### config.mk
export PLATFORM = sky130hd
export DESIGN_NAME = relay_output_config_logic
export DESIGN_NICKNAME = d
export VERILOG_FILES = /design/src/rtl/relay_cfg_pkg.sv /design/src/rtl/tick_gen.sv /design/src/rtl/pulse_stretch.sv /design/src/rtl/relay_output_config_logic.sv
export SDC_FILE = /design/constraint.sdc
export NUM_CORES = 1
export LEC_CHECK = 0
export BUFFER_PORTS_ARGS = -buffer_cell sky130_fd_sc_hd__buf_2
export CAP_MARGIN = 20
export CORE_ASPECT_RATIO = 1.1
export CORE_MARGIN = 5
export CORE_UTILIZATION = 51
export DETAILED_ROUTE_END_ITERATION = 10
export PLACE_DENSITY = 0.7
export SLEW_MARGIN = 5
export SYNTH_ARGS = -nofsm -noshare
export SYNTH_HDL_FRONTEND = slang
export SYNTH_HIERARCHICAL = 1
export SYNTH_SLANG_ARGS = --single-unit
### constraint.sdc
create_clock -name ref_clk_i -period 3 [get_ports ref_clk_i]
set_input_delay 0.6 -clock ref_clk_i [delete_from_list [all_inputs] [get_ports ref_clk_i]]
set_output_delay 0.6 -clock ref_clk_i [all_outputs]
set_load 0.01 [all_outputs]
### src/rtl/relay_cfg_pkg.sv
// package: register map, field positions, reset values and timing counts
package relay_cfg_pkg;
    // ************************************************************
    // register map
    // ************************************************************
    localparam logic [3:0] ADDR_OUT_FUNC = 4'h0;
    localparam logic [3:0] ADDR_IND_MODE = 4'h1;
    localparam logic [3:0] ADDR_IRQ_STATUS = 4'h2;
    localparam logic [3:0] ADDR_IRQ_MASK = 4'h3;
    localparam logic [3:0] ADDR_STATE = 4'h4;
    localparam logic [3:0] ADDR_UNLATCH = 4'h5;
    localparam logic [7:0] OUT_FUNC_RST = 8'h00;
    localparam logic [6:0] IND_MODE_RST = 7'h00;
    localparam logic [3:0] IRQ_MASK_RST = 4'h0;
    // ************************************************************
    // fields of output_function_switches
    // ************************************************************
    localparam int SW_LATCH1 = 0;
    localparam int SW_LATCH2 = 1;
    localparam int SW_LATCH3 = 2;
    localparam int SW_SIG_PULSE = 3;
    localparam int SW_TRIP_PULSE = 4;
    localparam int SW_BRK_FAIL = 5;
    localparam int SW_LOCKOUT = 6;
    localparam int SW_EXT_WARN = 7;
    // ************************************************************
    // interrupt status bits
    // ************************************************************
    localparam int IRQ_TRIP = 0;
    localparam int IRQ_BRK_FAIL = 1;
    localparam int IRQ_START = 2;
    localparam int IRQ_WARN = 3;
    // ************************************************************
    // timing
    // ************************************************************
    localparam int CLK_MHZ = 250;
    localparam int TICK_US = 1000;
    localparam int TICK_CYCLES = TICK_US * CLK_MHZ;
    localparam int PULSE_LONG_MS = 80;
    localparam int PULSE_SHORT_MS = 40;
    localparam int TICK_W = 17;
endpackage : relay_cfg_pkg

### src/rtl/tick_gen.sv
// tick generator: one-cycle pulse every tick period
`timescale 1ns/10ps
module tick_gen #(
    parameter int CYCLES = relay_cfg_pkg::TICK_CYCLES
) (
    // clock and reset
    input wire logic ref_clk_i,
    input wire logic nrst_i,
    // tick pulse
    output logic tick_o
);
    logic [31:0] cnt_q;

    // free running divider
    always_ff @(posedge ref_clk_i or negedge nrst_i) begin
        if (!nrst_i) begin
            cnt_q <= 32'h0000_0000;
            tick_o <= 1'b0;
        end else if (cnt_q == 32'(CYCLES - 1)) begin
            cnt_q <= 32'h0000_0000;
            tick_o <= 1'b1;
        end else begin
            cnt_q <= cnt_q + 32'h0000_0001;
            tick_o <= 1'b0;
        end
    end
endmodule : tick_gen

### src/rtl/pulse_stretch.sv
// pulse stretcher: holds output for a minimum number of ticks
`timescale 1ns/10ps
module pulse_stretch #(
    parameter int TW = relay_cfg_pkg::TICK_W
) (
    // clock and reset
    input wire logic ref_clk_i,
    input wire logic nrst_i,
    // control
    input wire logic tick_i,
    input wire logic short_i,
    input wire logic req_i,
    // stretched level
    output logic out_o
);
    logic [TW-1:0] left_q;
    logic req_q;

    // load on rising request, count down in ticks
    always_ff @(posedge ref_clk_i or negedge nrst_i) begin
        if (!nrst_i) begin
            left_q <= '0;
            req_q <= 1'b0;
        end else begin
            req_q <= req_i;
            if (req_i && !req_q) begin
                left_q <= short_i ? TW'(relay_cfg_pkg::PULSE_SHORT_MS)
                                  : TW'(relay_cfg_pkg::PULSE_LONG_MS);
            end else if (tick_i && left_q != '0) begin
                left_q <= left_q - TW'(1);
            end
        end
    end

    assign out_o = req_i || (left_q != '0);
endmodule : pulse_stretch

### src/rtl/relay_output_config_logic.sv
// relay output configuration, latching, pulse stretch and indications
`timescale 1ns/10ps
module relay_output_config_logic #(
    parameter int TICK_CYCLES = relay_cfg_pkg::TICK_CYCLES,
    parameter int BF_W = 16
) (
    // clock and reset
    input wire logic ref_clk_i,
    input wire logic nrst_i,
    // register port
    input wire logic [3:0] addr_i,
    input wire logic [31:0] wdata_i,
    input wire logic wr_i,
    input wire logic rd_i,
    output logic [31:0] rdata_o,
    // trip causes and functions
    input wire logic [2:0] trip_req_i,
    input wire logic lockout_req_i,
    input wire logic [BF_W-1:0] brk_fail_ticks_i,
    // unlatch sources
    input wire logic unlatch_panel_i,
    input wire logic unlatch_din_i,
    input wire logic unlatch_bus_i,
    // signal output requests and warnings
    input wire logic [4:0] sig_req_i,
    input wire logic circuit_warn_i,
    input wire logic light_warn_i,
    // stage starts and phases
    input wire logic [6:0] stage_start_i,
    input wire logic [2:0] phase_i,
    // contacts
    output logic [2:0] trip_o,
    output logic [4:0] sig_o,
    // indications
    output logic [6:0] ind_o,
    output logic [11:0] phase_show_o,
    output logic irq_o
);
    // ************************************************************
    // registers
    // ************************************************************
    logic [7:0] out_func_q;
    logic [6:0] ind_mode_q;
    logic [3:0] irq_stat_q;
    logic [3:0] irq_mask_q;
    logic [2:0] latch_q;
    logic [6:0] ind_q;
    logic [11:0] phase_q;
    logic [BF_W-1:0] bf_cnt_q;
    logic bf_trip_q;
    logic tick;
    logic unlatch;
    logic [2:0] trip_src;
    logic [2:0] trip_str;
    logic [4:0] sig_src;
    logic [4:0] sig_str;
    logic [3:0] ev;
    logic [2:0] trip_prev_q;
    logic [6:0] start_prev_q;

    tick_gen #(
        .CYCLES(TICK_CYCLES)
    ) i_tick_gen (
        .ref_clk_i(ref_clk_i),
        .nrst_i(nrst_i),
        .tick_o(tick)
    );

    // software writes to switch and mask registers
    always_ff @(posedge ref_clk_i or negedge nrst_i) begin
        if (!nrst_i) begin
            out_func_q <= relay_cfg_pkg::OUT_FUNC_RST;
            ind_mode_q <= relay_cfg_pkg::IND_MODE_RST;
            irq_mask_q <= relay_cfg_pkg::IRQ_MASK_RST;
        end else if (wr_i) begin
            case (addr_i)
                relay_cfg_pkg::ADDR_OUT_FUNC: out_func_q <= wdata_i[7:0];
                relay_cfg_pkg::ADDR_IND_MODE: ind_mode_q <= wdata_i[6:0];
                relay_cfg_pkg::ADDR_IRQ_MASK: irq_mask_q <= wdata_i[3:0];
                default: ;
            endcase
        end
    end

    // unlatch from panel, digital input or bus register write
    assign unlatch = unlatch_panel_i || unlatch_din_i || unlatch_bus_i ||
        (wr_i && addr_i == relay_cfg_pkg::ADDR_UNLATCH &&
         wdata_i[0]);

    // ************************************************************
    // breaker failure timer
    // ************************************************************
    // counts ticks while first trip persists, then drives second output
    always_ff @(posedge ref_clk_i or negedge nrst_i) begin
        if (!nrst_i) begin
            bf_cnt_q <= '0;
            bf_trip_q <= 1'b0;
        end else if (!out_func_q[relay_cfg_pkg::SW_BRK_FAIL] ||
                     !trip_req_i[0]) begin
            bf_cnt_q <= '0;
            bf_trip_q <= 1'b0;
        end else if (bf_cnt_q >= brk_fail_ticks_i) begin
            bf_trip_q <= 1'b1;
        end else if (tick) begin
            bf_cnt_q <= bf_cnt_q + BF_W'(1);
        end
    end

    // trip sources; third output dedicated to lockout when selected
    assign trip_src[0] = trip_req_i[0];
    assign trip_src[1] = trip_req_i[1] || bf_trip_q;
    assign trip_src[2] = out_func_q[relay_cfg_pkg::SW_LOCKOUT] ?
        lockout_req_i : trip_req_i[2];

    // ************************************************************
    // trip outputs: latch or stretch
    // ************************************************************
    // latch holds until unlatch, new trip wins over unlatch
    always_ff @(posedge ref_clk_i or negedge nrst_i) begin
        if (!nrst_i) begin
            latch_q <= 3'h0;
        end else begin
            for (int i = 0; i < 3; i++) begin
                if (trip_src[i] && out_func_q[i]) begin
                    latch_q[i] <= 1'b1;
                end else if (unlatch || !out_func_q[i]) begin
                    latch_q[i] <= 1'b0;
                end
            end
        end
    end

    for (genvar g = 0; g < 3; g++) begin : g_trip
        pulse_stretch i_pulse_stretch (
            .ref_clk_i(ref_clk_i),
            .nrst_i(nrst_i),
            .tick_i(tick),
            .short_i(out_func_q[relay_cfg_pkg::SW_TRIP_PULSE]),
            .req_i(trip_src[g]),
            .out_o(trip_str[g])
        );
    end

    // registered contacts
    always_ff @(posedge ref_clk_i or negedge nrst_i) begin
        if (!nrst_i) begin
            trip_o <= 3'h0;
        end else begin
            for (int i = 0; i < 3; i++) begin
                // latched mode ignores stretching
                trip_o[i] <= out_func_q[i] ? (latch_q[i] || trip_src[i])
                                           : trip_str[i];
            end
        end
    end

    // ************************************************************
    // signal outputs
    // ************************************************************
    assign sig_src[0] = sig_req_i[0];
    assign sig_src[1] = sig_req_i[1] ||
        (out_func_q[relay_cfg_pkg::SW_EXT_WARN] &&
         (circuit_warn_i || light_warn_i));
    assign sig_src[4:2] = sig_req_i[4:2];

    for (genvar g = 0; g < 5; g++) begin : g_sig
        pulse_stretch i_pulse_stretch (
            .ref_clk_i(ref_clk_i),
            .nrst_i(nrst_i),
            .tick_i(tick),
            .short_i(out_func_q[relay_cfg_pkg::SW_SIG_PULSE]),
            .req_i(sig_src[g]),
            .out_o(sig_str[g])
        );
    end

    // registered signal contacts
    always_ff @(posedge ref_clk_i or negedge nrst_i) begin
        if (!nrst_i) begin
            sig_o <= 5'h00;
        end else begin
            sig_o <= sig_str;
        end
    end

    // ************************************************************
    // stage indications
    // ************************************************************
    // latched while mode 1 until unlatch, else follows start
    always_ff @(posedge ref_clk_i or negedge nrst_i) begin
        if (!nrst_i) begin
            ind_q <= 7'h00;
        end else begin
            for (int i = 0; i < 7; i++) begin
                if (stage_start_i[i]) begin
                    ind_q[i] <= 1'b1;
                end else if (!ind_mode_q[i] || unlatch) begin
                    ind_q[i] <= 1'b0;
                end
            end
        end
    end

    assign ind_o = ind_q;

    // phase capture for stages 1, 3, 5 and 7 (indices 0, 2, 4, 6)
    always_ff @(posedge ref_clk_i or negedge nrst_i) begin
        if (!nrst_i) begin
            phase_q <= 12'h000;
        end else begin
            for (int j = 0; j < 4; j++) begin
                if (!ind_mode_q[2*j]) begin
                    phase_q[3*j +: 3] <= 3'h0;
                end else if (stage_start_i[2*j]) begin
                    phase_q[3*j +: 3] <= phase_q[3*j +: 3] | phase_i;
                end else if (unlatch) begin
                    phase_q[3*j +: 3] <= 3'h0;
                end
            end
        end
    end

    assign phase_show_o = phase_q;

    // ************************************************************
    // interrupts
    // ************************************************************
    // previous levels for rising edge events
    always_ff @(posedge ref_clk_i or negedge nrst_i) begin
        if (!nrst_i) begin
            trip_prev_q <= 3'h0;
            start_prev_q <= 7'h00;
        end else begin
            trip_prev_q <= trip_src;
            start_prev_q <= stage_start_i;
        end
    end

    // trip and start edges, breaker failure fire, warning level
    assign ev[relay_cfg_pkg::IRQ_TRIP] = |(trip_src & ~trip_prev_q);
    assign ev[relay_cfg_pkg::IRQ_BRK_FAIL] = bf_trip_q && !trip_prev_q[1];
    assign ev[relay_cfg_pkg::IRQ_START] = |(stage_start_i & ~start_prev_q);
    assign ev[relay_cfg_pkg::IRQ_WARN] = circuit_warn_i || light_warn_i;

    // sticky status, cleared by read, new event wins
    always_ff @(posedge ref_clk_i or negedge nrst_i) begin
        if (!nrst_i) begin
            irq_stat_q <= 4'h0;
        end else if (rd_i && addr_i == relay_cfg_pkg::ADDR_IRQ_STATUS) begin
            irq_stat_q <= ev;
        end else begin
            irq_stat_q <= irq_stat_q | ev;
        end
    end

    // level interrupt
    always_ff @(posedge ref_clk_i or negedge nrst_i) begin
        if (!nrst_i) begin
            irq_o <= 1'b0;
        end else begin
            irq_o <= |(irq_stat_q & irq_mask_q);
        end
    end

    // ************************************************************
    // read data
    // ************************************************************
    always_ff @(posedge ref_clk_i or negedge nrst_i) begin
        if (!nrst_i) begin
            rdata_o <= 32'h0000_0000;
        end else if (rd_i) begin
            case (addr_i)
                relay_cfg_pkg::ADDR_OUT_FUNC:
                    rdata_o <= {24'h00_0000, out_func_q};
                relay_cfg_pkg::ADDR_IND_MODE:
                    rdata_o <= {25'h000_0000, ind_mode_q};
                relay_cfg_pkg::ADDR_IRQ_STATUS:
                    rdata_o <= {28'h000_0000, irq_stat_q};
                relay_cfg_pkg::ADDR_IRQ_MASK:
                    rdata_o <= {28'h000_0000, irq_mask_q};
                relay_cfg_pkg::ADDR_STATE: rdata_o <= {16'h0000, bf_trip_q,
                    latch_q, sig_o, ind_q};
                default: rdata_o <= 32'h0000_0000;
            endcase
        end else begin
            rdata_o <= 32'h0000_0000;
        end
    end
endmodule : relay_output_config_logic

Word-level counts from Yosys, hierarchy flattened
Index checks and enable logic that the tools add are counted.
W data, S select, Z words.
{"block": "word_totals", "ff_bits": 290, "latch_bits": 0, "ramBits": 0, "romBits": 0, "input_bits": 80, "mem_count": 0}
{"block": "op_classes", "add_sub_neg": 10, "mul": 0, "div": 0, "order_cmp": 1, "eq_ne": 11, "shift": 0, "n_mux": 61, "bitwise_logic": 10, "n_reduce_logical": 109}
{"operator": "$mux W17", "count": 16}
{"operator": "$reduce_bool A17 Y1", "count": 8}
{"operator": "$sub A17 B1 Y17 const B", "count": 8}
{"operator": "$pmux W16 S5", "count": 1}
{"operator": "$mux W32", "count": 2}
{"operator": "$mux W16", "count": 3}
{"operator": "$reduce_bool A2 Y1", "count": 20}
{"operator": "$add A32 B1 Y32 const B", "count": 1}
{"operator": "$eq A32 B18 Y1 const B", "count": 1}
{"operator": "$logic_or A1 B1 Y1", "count": 28}
{"operator": "$mux W1", "count": 27}
{"operator": "$mux W3", "count": 9}
{"operator": "$logic_and A1 B1 Y1", "count": 24}
{"operator": "$logic_not A1 Y1", "count": 21}
{"operator": "$add A16 B1 Y16 const B", "count": 1}
{"operator": "$ge A16 B16 Y1", "count": 1}
{"operator": "$mux W7", "count": 2}
{"operator": "$ne A3 B2 Y1 const B", "count": 4}
{"operator": "$or A3 B3 Y3", "count": 4}
{"operator": "$eq A4 B2 Y1 const B", "count": 2}
{"operator": "$eq A4 B3 Y1 const B", "count": 2}
{"operator": "$reduce_and A2 Y1", "count": 4}
{"operator": "$and A7 B7 Y7", "count": 1}
{"operator": "$not A7 Y7", "count": 1}
{"operator": "other kinds (11)", "count": 11}

Depth between registers and ports, before layout
{"block": "depth", "word_depth": 7, "ltp_mapped": 8, "mapped_depth_nobuf": 7}

Modules after synthesis
The synthesis kept the hierarchy.
{"mod": "pulse_stretch", "n_inst": 8, "cells_each": 109, "area_each_um2": 1066.0, "seq_area_each_um2": 450.4}
{"mod": "relay_output_config_logic", "n_inst": 1, "cells_each": 424, "area_each_um2": 4670.7, "seq_area_each_um2": 2427.3}
{"mod": "tick_gen", "n_inst": 1, "cells_each": 141, "area_each_um2": 1557.7, "seq_area_each_um2": 825.8}

Worst setup path before layout
No wires, ideal clock.
{"block": "synth_timing", "path_kind": "input to register", "startpoint": "input port brk_fail_ticks_i[0]", "endpoint": "register bf_cnt_q[2]", "setup_ns": 0.079, "t_arrival_ns": 2.229, "required_time_ns": 2.921, "path_slack_ns": 0.691, "cell_stages": 7, "n_path_buf": 1, "cell_sequence": "ha_1 > nand2b_1 > a2111oi_2 > nor4_2 > buf_2 > nor4b_1 > mux2i_1"}
{"block": "synth_between", "elab_chain_len": 3}
{"element": "start: declaration", "line_no": "relay_output_config_logic.sv:19", "text": "input wire logic [BF_W-1:0] brk_fail_ticks_i,"}
{"element": "$ge A16 B16 Y1", "line_no": "relay_output_config_logic.sv:102", "text": "end else if (bf_cnt_q >= brk_fail_ticks_i) begin"}
{"element": "$ne A2 B2 Y1 (no source line)"}
{"element": "$reduce_and A2 Y1 (no source line)"}
{"element": "end signal: assignment", "line_no": "relay_output_config_logic.sv:105", "text": "bf_cnt_q <= bf_cnt_q + BF_W'(1);"}
{"element": "end: declaration", "line_no": "relay_output_config_logic.sv:49", "text": "logic [BF_W-1:0] bf_cnt_q;"}
Every way passes these cells.
A chain may end at the register's enable or synchronous reset.

Final worst setup path
{"block": "layout_timing", "startpoint": "register bf_cnt_q[11]", "endpoint": "register bf_cnt_q[7]"}
{"block": "layout_between", "elab_chain_len": 3}
{"element": "$ge A16 B16 Y1", "line_no": "relay_output_config_logic.sv:102"}
{"element": "$ne A2 B2 Y1 (no source line)"}
{"element": "$reduce_and A2 Y1 (no source line)"}
Every way passes these cells.

==> metrics <==
critical path required time 3440 ps; clock buffer depth 3; vias in the first global route 11.3k; FMAX 395 MHz; critical path launch point type flip-flop; Post-CTS Setup Bufs 0; fin crit share 0.843; area fraction in compound gates after synthesis 0.159; Clock Skew 19.7 ps; Iteration-0 DRC Markers 1008; Distinct cells, synth 78; largest family of logic cells by synthesized area simple AND/OR/NAND/NOR gates; router iterations before antenna repair 5; Synth area leaders dfrtp_1, nand2_1, mux2i_1; Multi-input gate area 0.00745 mm^2; Final HPWL DP 24300 um; Mapped Area 0.0148 mm^2; post-synthesis mux area share 0.0465; failing checks hold timing; placed cells 1874; IO Port Bufs 99; grt ovf 0; Sequential Area 0.00686 mm^2; r2r endpoint bf_cnt_q[7]$_DFFE_PN0P_; Initial Util 0.515; drt wl/cell 18.0 um; routed vias/inst 6.15; final hold vios 13; Die Height 188 um; Gate Count Post-Synth 1437; layout cells sized above 1 0.167; Critical Path Sink Type flip-flop; R2R Setup Slk 470 ps; Max FO, Critical Path 15; Slew @ Worst Pin 1020 ps; MaxCap Viol Count 0; Synth-to-Final Area Change 12.9%; outcome complete, but fails checks; drt drc 0; GPL Wtd Cong 0.825; post-synthesis sequential area ratio 0.465; min Tclk post-route 2530 ps; Skew-Pair Late Insertion Delay 560 ps; Simple-Gate Fraction of Synth Area 0.256; Routed WL 34700 um; Ports 140; Post-synth EDFFs 0; Synth Area in Adders 0.0220; Synth async-reset ratio 1.00; xor/xnor share of the synthesized area 0.0166; Pwr per Cell Area 545 mW/mm^2; Rows 65; setup TNS 0 ps; CTS tree yes; Detail Route Antenna Nets 0; Worst VDD drop 594 uV; Vias 11.9k; final setup fails 0; first-pass GRT wire length 57700 um; #FFs+latches synth 274; clock slew seen by the registers of the worst setup and hold paths 60 ps; Die ar. 0.0324 mm^2; unrepaired setup endpoints after global routing false; Max Slew Vio Count 0; post-synth top area share 0.465; synth warn 6; DIE WIDTH 172 um; Synth area leader dfrtp_1; Post-synth top cells dfrtp_1, nand2_1, nor2_1; # H-tree levels 1; largest net degree at the start of global routing 74; Fillers 2432; worst reg2reg startpoint bf_cnt_q[11]$_DFFE_PN0P_; Fin Hold WS -10.7 ps; Root Buffer clkbuf_16; Worst EP arrival 2970 ps; count leader, synth dfrtp_1; relative max-transition margin 0.323; Synth Flop Type dfrtp_1; PostCTS Resize Cnt 0; worst-case reg-to-reg path depth 7; Pleak 0.00718 uW; CP Class reg -> reg; syn_area_per_cell 10.3 um^2; initial antenna violation count 5; Final Non-Filler Cells 1930; CTS Sinks 274; CTS buffer count 30; Total GRT Usage 0.212; hold_buf cts 0; core area 0.0286 mm^2; fin nets 1644; Hold Crit Class in -> async
## placed cells by master (no fill, tap or decap), types with 20 or more instances in the layout
master	netlist	final
a211oi_1	25	25
a21oi_1	60	60
and2_1	20	20
buf_2	23	98
clkbuf_16	0	31
dfrtp_1	274	273
ha_1	26	26
inv_1	45	45
mux2_2	28	28
mux2i_1	37	37
nand2_1	144	144
nand2b_1	44	44
nand3_1	50	50
nand4_1	29	29
nor2_1	85	85
nor4_1	49	48
o21ai_0	26	26
or3_1	36	36
or4_1	26	26
## sequential cells by signal, summed over array words and instances (netlist names), 7 cells and up
| name | count |
|---|---|
| bf_cnt_q | 16 |
| g_trip.i_pulse_stretch/left_q | 51 |
| rdata_o | 16 |
| phase_show_o | 12 |
| out_func_q | 8 |
| ind_mode_q | 7 |
| start_prev_q | 7 |
| ind_o | 7 |
| i_tick_gen/cnt_q | 32 |
| g_sig.i_pulse_stretch/left_q | 85 |
## how the worst max path moves through the flow
stage,startpoint,slack [ps],depth (start not counted),end
after floorplan,brk_fail_ticks_i[0],690,7,bf_cnt_q[2]$_DFFE_PN0P_
after global routing,bf_cnt_q[11]$_DFFE_PN0P_,200,7,bf_cnt_q[7]$_DFFE_PN0P_
after global placement,brk_fail_ticks_i[13],270,9,bf_cnt_q[6]$_DFFE_PN0P_
after CTS,bf_cnt_q[11]$_DFFE_PN0P_,480,7,bf_cnt_q[11]$_DFFE_PN0P_
after detailed placement,brk_fail_ticks_i[13],200,9,bf_cnt_q[11]$_DFFE_PN0P_
final,bf_cnt_q[11]$_DFFE_PN0P_,470,7,bf_cnt_q[7]$_DFFE_PN0P_
## critical path, cell delays in order, from the launching register on
cell and delay [ps]:
dfrtp_1 440, ha_1 340, nand2_1 50, o21a_1 200, o2bb2ai_1 800, buf_4 300, o311ai_0 150, o41ai_1 120
## stage by stage
| step | total power, uW | setup WS [ps] | utilization | instance area [um^2] | hold WS [ps] |
|---|---|---|---|---|---|
| floorplan | 4950 | 691 | - | 14800 | 304 |
| global placement | 5330 | 273 | 0.546 | 15600 | 444 |
| detailed placement | 5360 | 199 | 0.546 | 15600 | 449 |
| CTS | 9170 | 481 | 0.582 | 16700 | 21.2 |
| global route | 9480 | 197 | 0.582 | 16700 | 33.4 |
| finish | 9080 | 471 | 0.582 | 16700 | -10.7 |
## kinds of logic after synthesis
family                     Yosys count
adders and majority gates           26
and+or+nand+nor                    615
xor gates and xnor gates            28
other                                1
muxes                               65
DFF                                274
buffers and inverters              109
AOI/OAI and AO/OA                  319
## where the power goes
group          switching (uW)  total, uW  internal, uW
clock network            1490       3770          2290
registers                 342       4270          3930
logic                     607       1040           431
## layer usage
metal,GRT usage,wire [um],vias to the layer above
met5,0,58,-
met4,0.0532,946,8
met3,0.0359,1930,70
met2,0.347,16700,255
met1,0.294,15100,5877
li1,-,-,5658
## final cells by class
cell class / count / share of cell area
Sequential cell: 274 / 0.411
Antenna cell: 1 / 0.000150
Multi-Input combinational cell: 1069 / 0.447
Timing Repair Buffer: 118 / 0.0419
Clock inverter: 12 / 0.00863
Inverter: 45 / 0.0101
Tap cell: 368 / 0.0276
Clock buffer: 43 / 0.0529
Power figures use the tool's default switching activity.
